==> src/tsq_pkg.sv <==
package tsq_pkg;

  // Test states and program geometry
  localparam int NUM_TESTS = 4;
  localparam int NUM_CLAUSES = 2;
  localparam int CTR_W = 20;
  localparam logic [1:0] TEST_RESET = 2'h0;

  // Counter sources
  localparam logic [1:0] SRC_EVENTS = 2'h0;
  localparam logic [1:0] SRC_US = 2'h1;
  localparam logic [1:0] SRC_MS = 2'h2;

  // Time counter actions
  localparam logic [1:0] ACT_RUN = 2'h0;
  localparam logic [1:0] ACT_STOP = 2'h1;
  localparam logic [1:0] ACT_RESET_RUN = 2'h2;

  // Interval lengths at the 250 MHz clock
  localparam int CLK_PERIOD_NS = 4;
  localparam int US_NS = 1000;
  localparam int MS_NS = 1000000;
  localparam int US_CYCLES = US_NS / CLK_PERIOD_NS;
  localparam int MS_CYCLES = MS_NS / CLK_PERIOD_NS;
  localparam int PRESCALE_W = 18;

  // One sampled bus cycle of the system under test
  typedef struct packed {
    logic [7:0] data;
    logic [15:0] addr;
    logic [6:0] qual;
  } tsq_bus_s;

  // Pattern: value plus care masks; a zero mask bit is don't care
  typedef struct packed {
    logic [7:0] data;
    logic [7:0] data_care;
    logic [15:0] addr;
    logic [15:0] addr_care;
    logic [6:0] qual;
    logic [6:0] qual_care;
  } tsq_pattern_s;

  // One clause: OR of selected conditions, then a bracketed action list
  typedef struct packed {
    logic use_wr1;
    logic use_wr2;
    logic use_counter_one_value;
    logic use_ctr2;
    logic is_else;
    logic act_trigger;
    logic act_goto;
    logic [1:0] goto_test;
    logic act_counter_one_value;
    logic [1:0] counter_one_value_act;
    logic act_ctr2;
    logic [1:0] ctr2_act;
  } tsq_clause_s;

  typedef struct packed {
    logic [1:0] source;
    logic [CTR_W-1:0] limit;
  } tsq_ctr_cfg_s;

  typedef enum logic [1:0] {
    TSQ_IDLE,
    TSQ_ARMED,
    TSQ_DONE
  } tsq_run_e;

endpackage

==> src/tsq_trigger_sequencer.sv <==
`timescale 1ns/1ns
// Contract
// - Address A then B next cycle triggers
// - Else branch: bump counter one, return
// - Two matchers evaluated together, either triggers
// - Bracketed conditions form one compound event
// - Separate trigger clauses equal OR-compound
// - Source code 0 events, 1 us, 2 ms
// - Events increment; time sources run/stop/reset
// - Run continues from held value
// - Stop holds present value
// - Reset-and-run clears then counts
// - Compare true when counter reaches limit
// - Delayed trigger after interval from match
// - Window trigger, elapsed time kept
// - Start monitors; trigger stops acquisition
// - Bracketed actions all execute same cycle; with a trigger the code drops goto and stops time counters
// - Empty test state ignores inputs
module tsq_trigger_sequencer (
  // Clock and reset
  input wire logic clk,
  input wire logic arst_n,
  // Operator control
  input wire logic start,
  // System-under-test bus sample
  input wire logic bus_valid,
  input wire tsq_pkg::tsq_bus_s bus,
  // Program
  input wire tsq_pkg::tsq_pattern_s wr1_pattern,
  input wire tsq_pkg::tsq_pattern_s wr2_pattern,
  input wire tsq_pkg::tsq_ctr_cfg_s counter_one_value_cfg,
  input wire tsq_pkg::tsq_ctr_cfg_s ctr2_cfg,
  input wire tsq_pkg::tsq_clause_s [15:0] program_clauses,
  // Status
  output logic acquiring,
  output logic trigger,
  output logic triggered,
  output logic [1:0] current_test,
  output logic [1:0] trigger_test,
  output logic [19:0] counter_one_value,
  output logic [19:0] counter_two_value,
  output logic main_trigger,
  output logic trigger_before_data,
  output logic sut_continue,
  output logic standard_clock_qual
);
  import tsq_pkg::*;

  function automatic logic pat_match(tsq_pattern_s p, tsq_bus_s b);
    pat_match = (((p.data ^ b.data) & p.data_care) == 8'h00) &&
                (((p.addr ^ b.addr) & p.addr_care) == 16'h0000) &&
                (((p.qual ^ b.qual) & p.qual_care) == 7'h00);
  endfunction

  // Applies one counter action; time counters only advance on ticks
  function automatic logic [CTR_W-1:0] ctr_step(
    tsq_ctr_cfg_s cfg, logic [CTR_W-1:0] val, logic hit, logic [1:0] act,
    logic tick);
    ctr_step = val;
    if (cfg.source == SRC_EVENTS) begin
      if (hit) begin
        ctr_step = val + 20'h00001;
      end
    end else if (hit && act == ACT_RESET_RUN) begin
      ctr_step = 20'h00000;
    end else if (tick) begin
      ctr_step = val + 20'h00001;
    end
  endfunction

  function automatic logic next_run(tsq_ctr_cfg_s cfg, logic run,
    logic hit, logic [1:0] act);
    next_run = run;
    if (cfg.source != SRC_EVENTS && hit) begin
      unique case (act)
        ACT_RUN: next_run = 1'b1;
        ACT_STOP: next_run = 1'b0;
        ACT_RESET_RUN: next_run = 1'b1;
        default: next_run = run;
      endcase
    end
  endfunction

  function automatic logic tick_of(tsq_ctr_cfg_s cfg, logic us_t,
    logic ms_t);
    tick_of = (cfg.source == SRC_US) ? us_t :
              (cfg.source == SRC_MS) ? ms_t : 1'b0;
  endfunction

  tsq_run_e run_r, run_nxt;
  logic [1:0] test_r, test_nxt;
  logic [1:0] trig_test_r, trig_test_nxt;
  logic trig_r, trig_nxt;
  logic [CTR_W-1:0] c1_r, c1_nxt, c2_r, c2_nxt;
  logic run1_r, run1_nxt, run2_r, run2_nxt;
  logic [PRESCALE_W-1:0] us_div_r, us_div_nxt, ms_div_r, ms_div_nxt;
  logic us_tick, ms_tick;

  // Free-running time bases; shared by both counters
  always_comb begin
    us_tick = (us_div_r == PRESCALE_W'(US_CYCLES - 1));
    ms_tick = (ms_div_r == PRESCALE_W'(MS_CYCLES - 1));
    us_div_nxt = us_tick ? '0 : us_div_r + 1'b1;
    ms_div_nxt = ms_tick ? '0 : ms_div_r + 1'b1;
  end

  always_comb begin
    logic wr1, wr2, cmp1, cmp2, cond, any_hit, qual, t1, t2;
    logic h1, h2;
    logic [1:0] a1, a2;
    cond = 1'b0;
    t1 = 1'b0;
    t2 = 1'b0;
    wr1 = pat_match(wr1_pattern, bus);
    wr2 = pat_match(wr2_pattern, bus);
    cmp1 = (c1_r >= counter_one_value_cfg.limit);
    cmp2 = (c2_r >= ctr2_cfg.limit);
    qual = bus_valid && run_r == TSQ_ARMED;
    any_hit = 1'b0;
    h1 = 1'b0;
    h2 = 1'b0;
    a1 = ACT_RUN;
    a2 = ACT_RUN;
    run_nxt = run_r;
    test_nxt = test_r;
    trig_nxt = 1'b0;
    trig_test_nxt = trig_test_r;
    // Later clauses override goto and counter codes; trigger ORs
    for (int i = 0; i < NUM_CLAUSES; i++) begin
      tsq_clause_s c;
      c = program_clauses[{test_r, 2'(i)}];
      cond = (c.use_wr1 && wr1) || (c.use_wr2 && wr2) ||
             (c.use_counter_one_value && cmp1) || (c.use_ctr2 && cmp2);
      if (c.is_else) begin
        cond = !any_hit;
      end
      if (qual && cond) begin
        any_hit = any_hit || !c.is_else;
        // All actions of the clause happen together
        if (c.act_trigger) begin
          trig_nxt = 1'b1;
        end
        if (c.act_goto) begin
          test_nxt = c.goto_test;
        end
        if (c.act_counter_one_value) begin
          h1 = 1'b1;
          a1 = c.counter_one_value_act;
        end
        if (c.act_ctr2) begin
          h2 = 1'b1;
          a2 = c.ctr2_act;
        end
      end
    end
    // Empty clauses never fire, so an empty state simply waits
    t1 = run1_r && tick_of(counter_one_value_cfg, us_tick, ms_tick);
    t2 = run2_r && tick_of(ctr2_cfg, us_tick, ms_tick);
    c1_nxt = ctr_step(counter_one_value_cfg, c1_r, h1, a1, t1);
    c2_nxt = ctr_step(ctr2_cfg, c2_r, h2, a2, t2);
    run1_nxt = next_run(counter_one_value_cfg, run1_r, h1, a1);
    run2_nxt = next_run(ctr2_cfg, run2_r, h2, a2);
    if (trig_nxt) begin
      run_nxt = TSQ_DONE;
      trig_test_nxt = test_r;
      test_nxt = test_r;
      // Freeze time counters so the elapsed window stays readable
      run1_nxt = 1'b0;
      run2_nxt = 1'b0;
    end
    if (start) begin
      run_nxt = TSQ_ARMED;
      test_nxt = TEST_RESET;
      c1_nxt = '0;
      c2_nxt = '0;
      run1_nxt = 1'b0;
      run2_nxt = 1'b0;
      trig_nxt = 1'b0;
    end
  end

  always_ff @(posedge clk or negedge arst_n) begin
    if (!arst_n) begin
      run_r <= TSQ_IDLE;
      test_r <= TEST_RESET;
      trig_test_r <= TEST_RESET;
      trig_r <= 1'b0;
      c1_r <= '0;
      c2_r <= '0;
      run1_r <= 1'b0;
      run2_r <= 1'b0;
      us_div_r <= '0;
      ms_div_r <= '0;
    end else begin
      run_r <= run_nxt;
      test_r <= test_nxt;
      trig_test_r <= trig_test_nxt;
      trig_r <= trig_nxt;
      c1_r <= c1_nxt;
      c2_r <= c2_nxt;
      run1_r <= run1_nxt;
      run2_r <= run2_nxt;
      us_div_r <= us_div_nxt;
      ms_div_r <= ms_div_nxt;
    end
  end

  assign acquiring = (run_r == TSQ_ARMED);
  assign trigger = trig_r;
  assign triggered = (run_r == TSQ_DONE);
  assign current_test = test_r;
  assign trigger_test = trig_test_r;
  assign counter_one_value = c1_r;
  assign counter_two_value = c2_r;
  // Only the default trigger flavour is built
  assign main_trigger = 1'b1;
  assign trigger_before_data = 1'b1;
  assign sut_continue = 1'b1;
  assign standard_clock_qual = 1'b1;

endmodule // tsq_trigger_sequencer

==> config.mk <==
export PLATFORM = sky130hd
export DESIGN_NAME = tsq_trigger_sequencer
export DESIGN_NICKNAME = d
export VERILOG_FILES = /design/src/tsq_pkg.sv /design/src/tsq_trigger_sequencer.sv
export SDC_FILE = /design/constraint.sdc
export NUM_CORES = 1
export LEC_CHECK = 0
export BUFFER_PORTS_ARGS = -buffer_cell sky130_fd_sc_hd__buf_2
export CAP_MARGIN = 40
export CORE_AREA = 2 2 194 196
export CTS_CLUSTER_SIZE = 25
export DETAILED_ROUTE_END_ITERATION = 8
export DIE_AREA = 0 0 196 198
export SYNTH_ARGS = -nofsm -noshare
export SYNTH_HDL_FRONTEND = slang
export SYNTH_SLANG_ARGS = --single-unit
==> constraint.sdc <==
create_clock -name clk -period 3.7 [get_ports clk]
set_clock_uncertainty 0.15 [all_clocks]
set_input_delay 0.555 -clock clk [delete_from_list [all_inputs] [get_ports clk]]
set_output_delay 0.555 -clock clk [all_outputs]
set_load 0.02 [all_outputs]
# After elaboration in Yosys (flattened, before gate mapping)
# Index checks and enable logic that the tools add are counted.
[word_totals] register_bits=85 input_bits=443 elab_cells=159
[op_classes] add_sub_neg=4 order_cmp=4 n_eq_ne=15 mux=60 n_bitwise=12 n_reduce_logical=54
[op_table] operator="two-way mux 20 bit" count=10
[op_table] operator="binary-select mux 15 bit (select 2 bit)" count=2
[op_table] operator="adder 20 x 1 -> 20 bit (second input constant)" count=2
[op_table] operator="greater-or-equal comparator 20 bit" count=2
[op_table] operator="adder 18 x 1 -> 18 bit (second input constant)" count=2
[op_table] operator="two-way mux 18 bit" count=2
[op_table] operator="AND 16 bit" count=2
[op_table] operator="logical NOT 16 bit" count=2
[op_table] operator="two-way mux 2 bit" count=16
[op_table] operator="bitwise XOR 16 bit" count=2
[op_table] operator="two-way mux 15 bit" count=2
[op_table] operator="two-way mux 1 bit" count=26
[op_table] operator="logical AND 1 bit" count=21
[op_table] operator="== test 18 bit (second input constant)" count=1
[op_table] operator="== test 18 x 8 -> 1 bit (second input constant)" count=1
[op_table] operator="AND 8 bit" count=2
[op_table] operator="logical NOT 8 bit" count=2
[op_table] operator="nonzero test 4 bit" count=4
[op_table] operator="bitwise XOR 8 bit" count=2
[op_table] operator="AND 7 bit" count=2
[op_table] operator="logical NOT 7 bit" count=2
[op_table] operator="bitwise XOR 7 bit" count=2
[op_table] operator="== test 2 x 1 -> 1 bit (second input constant)" count=5
[op_table] operator="== test 2 bit (second input constant)" count=5
[op_table] operator="11 further kinds" count=30

# Longest topological paths before layout
[depth] word_depth=22 ltp_mapped=16

# Worst setup path after synthesis
# Ideal clock, no wire load.
[synth_path] path_type="input-to-reg" from="input ctr2_cfg[10] in the netlist's numbering" to="register c2_r[19], in the netlist counter_two_value[19]" arrival_ns=3.308 slack_ns=0.116 cell_stages=14 path_buffers=1 path_cell_list="inv_1 ha_1 a21oi_1 nand2_1 a2111oi_1 o311ai_1 o21ai_1 nand4_1 a2bb2oi_4 a21o_1 o41ai_4 buf_4 nor2_1 a221o_1"
[synth_between] elab_chain_len=15 elab_cells_between_ends=25 cone_classes="1 x order compare; 2 x eq/ne; 12 x mux; 10 x reduce/logical"
[synth_rtl] item="from (decl)" line="tsq_trigger_sequencer.sv:32" text="input wire tsq_pkg::tsq_ctr_cfg_s ctr2_cfg,"
[synth_rtl] item="greater-or-equal comparator 20 bit (*)" line="tsq_trigger_sequencer.sv:117" text="cmp2 = (c2_r >= ctr2_cfg.limit);"
[synth_rtl] item="logical AND 1 bit" line="tsq_trigger_sequencer.sv:133" text="(c.use_counter_one_value && cmp1) || (c.use_ctr2 && cmp2);"
[synth_rtl] item="logical OR 1 bit" line="tsq_trigger_sequencer.sv:133"
[synth_rtl] item="two-way mux 1 bit" line="tsq_trigger_sequencer.sv:134" text="if (c.is_else) begin"
[synth_rtl] item="logical AND 1 bit" line="tsq_trigger_sequencer.sv:137" text="if (qual && cond) begin"
[synth_rtl] item="two-way mux 1 bit" line="tsq_trigger_sequencer.sv:137"
[synth_rtl] item="logical NOT 1 bit" line="tsq_trigger_sequencer.sv:135" text="cond = !any_hit;"
[synth_rtl] item="two-way mux 1 bit" line="tsq_trigger_sequencer.sv:134"
[synth_rtl] item="logical AND 1 bit" line="tsq_trigger_sequencer.sv:137"
[synth_rtl] item="two-way mux 2 bit" line="tsq_trigger_sequencer.sv:137"
[synth_rtl] item="== test 2 bit" line="tsq_trigger_sequencer.sv:64" text="end else if (hit && act == ACT_RESET_RUN) begin"
[synth_rtl] item="logical AND 1 bit" line="tsq_trigger_sequencer.sv:64"
[synth_rtl] item="two-way mux 20 bit" line="tsq_trigger_sequencer.sv:64"
[synth_rtl] item="two-way mux 20 bit" line="tsq_trigger_sequencer.sv:60" text="if (cfg.source == SRC_EVENTS) begin"
[synth_rtl] item="two-way mux 20 bit" line="tsq_trigger_sequencer.sv:171" text="if (start) begin"
[synth_rtl] item="to (signal assigned)" line="tsq_trigger_sequencer.sv:200" text="c2_r <= c2_nxt;"
[synth_rtl] item="to (decl)" line="tsq_trigger_sequencer.sv:94" text="logic [CTR_W-1:0] c1_r, c1_nxt, c2_r, c2_nxt;"
# Every way passes the cells marked *; elsewhere a longest branch is shown, timed or not.
# A chain may end at the register's enable or synchronous reset.

# Final worst setup path
[layout_path] from="register c2_r[8], in the netlist counter_two_value[8]" to="register c2_r[4], in the netlist counter_two_value[4]"
[layout_between] elab_chain_len=15 elab_cells_between_ends=25 cone_classes="1 x order compare; 2 x eq/ne; 12 x mux; 10 x reduce/logical"
[layout_rtl] item="greater-or-equal comparator 20 bit (*)" line="tsq_trigger_sequencer.sv:117"
[layout_rtl] item="logical AND 1 bit" line="tsq_trigger_sequencer.sv:133"
[layout_rtl] item="logical OR 1 bit" line="tsq_trigger_sequencer.sv:133"
[layout_rtl] item="two-way mux 1 bit" line="tsq_trigger_sequencer.sv:134"
[layout_rtl] item="logical AND 1 bit" line="tsq_trigger_sequencer.sv:137"
[layout_rtl] item="two-way mux 1 bit" line="tsq_trigger_sequencer.sv:137"
[layout_rtl] item="logical NOT 1 bit" line="tsq_trigger_sequencer.sv:135"
[layout_rtl] item="two-way mux 1 bit" line="tsq_trigger_sequencer.sv:134"
[layout_rtl] item="logical AND 1 bit" line="tsq_trigger_sequencer.sv:137"
[layout_rtl] item="two-way mux 2 bit" line="tsq_trigger_sequencer.sv:137"
[layout_rtl] item="== test 2 bit" line="tsq_trigger_sequencer.sv:64"
[layout_rtl] item="logical AND 1 bit" line="tsq_trigger_sequencer.sv:64"
[layout_rtl] item="two-way mux 20 bit" line="tsq_trigger_sequencer.sv:64"
[layout_rtl] item="two-way mux 20 bit" line="tsq_trigger_sequencer.sv:60"
[layout_rtl] item="two-way mux 20 bit" line="tsq_trigger_sequencer.sv:171"
# Marked as above.

==> flow_metrics.tcl <==
set metrics [dict create \
    outcome "completed" \
    detail_route.drc_violations 0 \
    synth_common_cells "85 x sky130_fd_sc_hd__dfrtp_1, 79 x sky130_fd_sc_hd__nor2_1, 76 x sky130_fd_sc_hd__xor2_1, 65 x sky130_fd_sc_hd__nand2_1, 60 x sky130_fd_sc_hd__inv_1" \
    clock_sink_count 85 \
    postSynth.asyncResetShare_pct 100.0 \
    floorplan.rows 71 \
    report.final.hold_viol_count 0 \
    bufs_on_longest_clock_path 2 \
    die-area_sq_um 38810 \
    yosys_warning_total 0 \
    fin_nets 1745 \
    routability_cong 0.8896 \
    totalNegativeSetupSlack_ns 0 \
    clkTransAtPathRegs_ns 0.06 \
    timing.critical_path.arrival_ns 3.70 \
    post-route-min-period_ns 3.620 \
    r2r-end "counter_two_value[4]$_DFFE_PN0P_" \
    area_growth_syn_to_layout_pct 50.10 \
    synth-edff-count 0 \
    route.detailed.wl_per_inst_microns 19.78 \
    fin_worst_hold_slack_ns 0.04975 \
    wirelength_mm 34.54 \
    timing.final.max_slew_violations 0 \
    power_leakage_uw 0.005405 \
    placedCellCount 1713 \
    total_placed_instance_area_sq_um 10270 \
    vdd_drop_max_mv 0.2707 \
    io_pins 494 \
    dp_hpwl_mm 29.51 \
    synth_top_flop_cell "sky130_fd_sc_hd__dfrtp_1" \
    fp.coreArea_sq_um 36960 \
    postSynthCellCount 802 \
    vias 8110 \
    count_of_input_and_output_buffers 369 \
    vias_cell 4.645 \
    rrSetupSlack_ns 0.08 \
    non_filler_instance_count_after_layout 1746 \
    drt_pre_antenna_iters 5 \
    pwr_density_cell_nw_per_um2 414.5 \
    max_clock_freq_mhz 276.2 \
    post_synthesis_cell_area_sq_um 7226 \
    drive_gt1_share_pct 43.42 \
    postLayoutCellArea_sq_um 10850 \
    finalCritPeriodShare_pct 97.84 \
    synth_top_area_share_pct 29.44 \
    grt_max_degree 43 \
    avgSynthCellArea_sq_um 9.010 \
    post_cts_hold_buffer_count 0 \
    critical_path.max_fanout 10 \
    detailedRoute.firstIterationViolations 286 \
    synthMostInstantiatedCell "sky130_fd_sc_hd__dfrtp_1" \
    postRouteAntennaNets 0 \
    worst_r2r_path_depth 15 \
    worstPathRequired_ns 3.78 \
    die_width_microns 196 \
    timing_worst_setup_path_type "register to register" \
    cap_viol_max_count 0 \
    ys_top_cells_by_area "sky130_fd_sc_hd__dfrtp_1 29%, sky130_fd_sc_hd__xor2_1 9.2%, sky130_fd_sc_hd__ha_1 7.8%, sky130_fd_sc_hd__mux4_2 7.5%, sky130_fd_sc_hd__nor2_1 4.1%" \
    total_power_consumption_of_the_routed_design_uw 4496 \
    clock-root-buffer "sky130_fd_sc_hd__clkbuf_16" \
    grt.overflow.total 0 \
    critical_path.endpoint_type "register" \
    clock_tree_from_tritoncts "built" \
    htree_num_levels 3 \
    grt_use_total_pct 17.47 \
    die-height_microns 198 \
    ys_seq_elements 85 \
    max_slew_margin_pct 61.52 \
    final-setup-viol-count 0 \
    grt_pass1_vias 8153 \
    clkLatencyLatePin_ns 0.35 \
    timing.rr.start "counter_two_value[8]$_DFFE_PN0P_" \
    synth_area_leader_cell "sky130_fd_sc_hd__dfrtp_1" \
    hold_path.class "input port to asynchronous set/reset pin" \
    floorplan.initialDensity_pct 19.55 \
    antenna_found_initial 13 \
    tightest_slew_ns 0.5773 \
    num-fill-cells 3949 \
    synth.distinct_cells 68 \
    critical_path.startpoint_type "register" \
    tritoncts.num_buffers 9 \
    grt_first_pass_wirelength_mm 49.58 \
    synth_seq_area_share_pct 29.44 \
]
## critical path, cell delays in order (launching register included)
cell and delay (ns):
sky130_fd_sc_hd__dfrtp_1 0.40, sky130_fd_sc_hd__ha_1 0.29, sky130_fd_sc_hd__nand4_1 0.20, sky130_fd_sc_hd__nor2_2 0.09, sky130_fd_sc_hd__a2111oi_4 0.35, sky130_fd_sc_hd__o311ai_4 0.14
sky130_fd_sc_hd__o21ai_1 0.15, sky130_fd_sc_hd__nand4_1 0.15, sky130_fd_sc_hd__a2bb2oi_4 0.19, sky130_fd_sc_hd__a21o_1 0.20, sky130_fd_sc_hd__buf_4 0.14, sky130_fd_sc_hd__o41ai_4 0.32
sky130_fd_sc_hd__buf_4 0.20, sky130_fd_sc_hd__nor2_2 0.07, sky130_fd_sc_hd__clkbuf_16 0.17, sky130_fd_sc_hd__a221o_1 0.28
## layout make-up
class	count	area [sq um]	area share (%)
Antenna cell	10	25.02	0.2307
Clock buffer	10	229.0	2.111
Clock inverter	6	95.09	0.8768
Inverter	60	225.2	2.077
Multi-Input combinational cell	631	4867	44.88
Sequential cell	85	2130	19.64
Tap cell	474	593.1	5.468
Timing Repair Buffer	470	2681	24.72
## where the power goes
group | leakage [uW] | switching [uW] | internal, uW
registers | 0.00113 | 136 | 1040
logic | 0.00412 | 1220 | 1070
clock network | 0.000151 | 425 | 600
total | 0.00540 | 1780 | 2710
## flip-flops by register name (all words and copies together) (netlist names)
signal and cells:
run_r 2, current_test 2, run2_r 1, trigger 1
counter_one_value 20, ms_div_r 18, us_div_r 18, run1_r 1
counter_two_value 20, trigger_test 2
## how the worst max path moves through the flow
stage                     slack, ns  cells after the start                              start                           endpoint
after global placement        -0.50                     14                       ctr2_cfg[10]   counter_two_value[0]$_DFFE_PN0P_
final                          0.08                     15   counter_two_value[8]$_DFFE_PN0P_   counter_two_value[4]$_DFFE_PN0P_
after floorplan                0.12                     14                       ctr2_cfg[10]  counter_two_value[19]$_DFFE_PN0P_
after CTS                      0.01                     15  counter_two_value[10]$_DFFE_PN0P_  counter_two_value[10]$_DFFE_PN0P_
after global routing          -0.02                     15   counter_two_value[7]$_DFFE_PN0P_   counter_two_value[4]$_DFFE_PN0P_
after detailed placement      -0.41                     16                        ctr2_cfg[5]  counter_two_value[18]$_DFFE_PN0P_
## per-stage QoR
stage | setup slack, ns | utilization [%]
6_report | 0.07986 | 29.35
5_1_grt | -0.02390 | 29.33
4_1_cts | 0.01294 | 28.86
2_1_floorplan | 0.1158 | -
3_5_place_dp | -0.4107 | 27.79
3_3_place_gp | -0.5028 | 27.75
## what timing repair did
| action | 4_1_cts | 5_1_grt |
|---|---|---|
| setup buffers | 1 | 4 |
| gates resized for setup | 12 | 18 |
| pin swaps | 9 | 18 |
| gates cloned | 1 | 1 |
| setup endpoints to repair | 27 | 37 |
## cells in the final DEF (no fill, tap or decap), drive strengths merged, types with 5 or more instances in the layout
master	synthesis	layout
a22o	5	5
nand2	65	65
nor3	11	11
a221o	15	15
a22oi	28	28
inv	60	62
a21o	5	5
xor2	76	76
nand3	35	35
mux2	7	7
nor2	80	80
mux4	24	24
o31ai	8	8
buf	20	469
o21a	8	8
or4	5	5
mux2i	8	8
diode	0	10
nand4	28	28
nor4	7	7
a21oi	33	33
clkbuf	9	11
dfrtp	85	85
nor2b	8	8
and3	14	14
o21ai	27	27
xnor2	20	20
ha	45	45
or3	12	12
## routing by layer
| metal | GRT usage [%] | wire, microns | vias up | part of all wire, % |
|---|---|---|---|---|
| met5 | 0 | 42 | - | 0.12 |
| met4 | 6.425 | 1274 | 6 | 3.7 |
| met3 | 4.326 | 2667 | 50 | 7.7 |
| met2 | 29.66 | 15880 | 400 | 46 |
| met1 | 21.44 | 14670 | 3805 | 42 |
| li1 | - | - | 3849 | - |
## cell families (layout without fill, tap and decap cells)
kind of cell / after synthesis / count (layout) / share of synthesized area (%)
other cells: 1 / 14 / 0.05190
xor+xnor: 96 / 96 / 11.64
compound gates: 167 / 167 / 17.14
buf+inv: 89 / 546 / 5.385
fa+ha+maj: 45 / 45 / 7.792
flops: 85 / 85 / 29.44
simple gates: 280 / 280 / 18.87
mux: 39 / 39 / 9.680
Power figures use the tool's default switching activity.
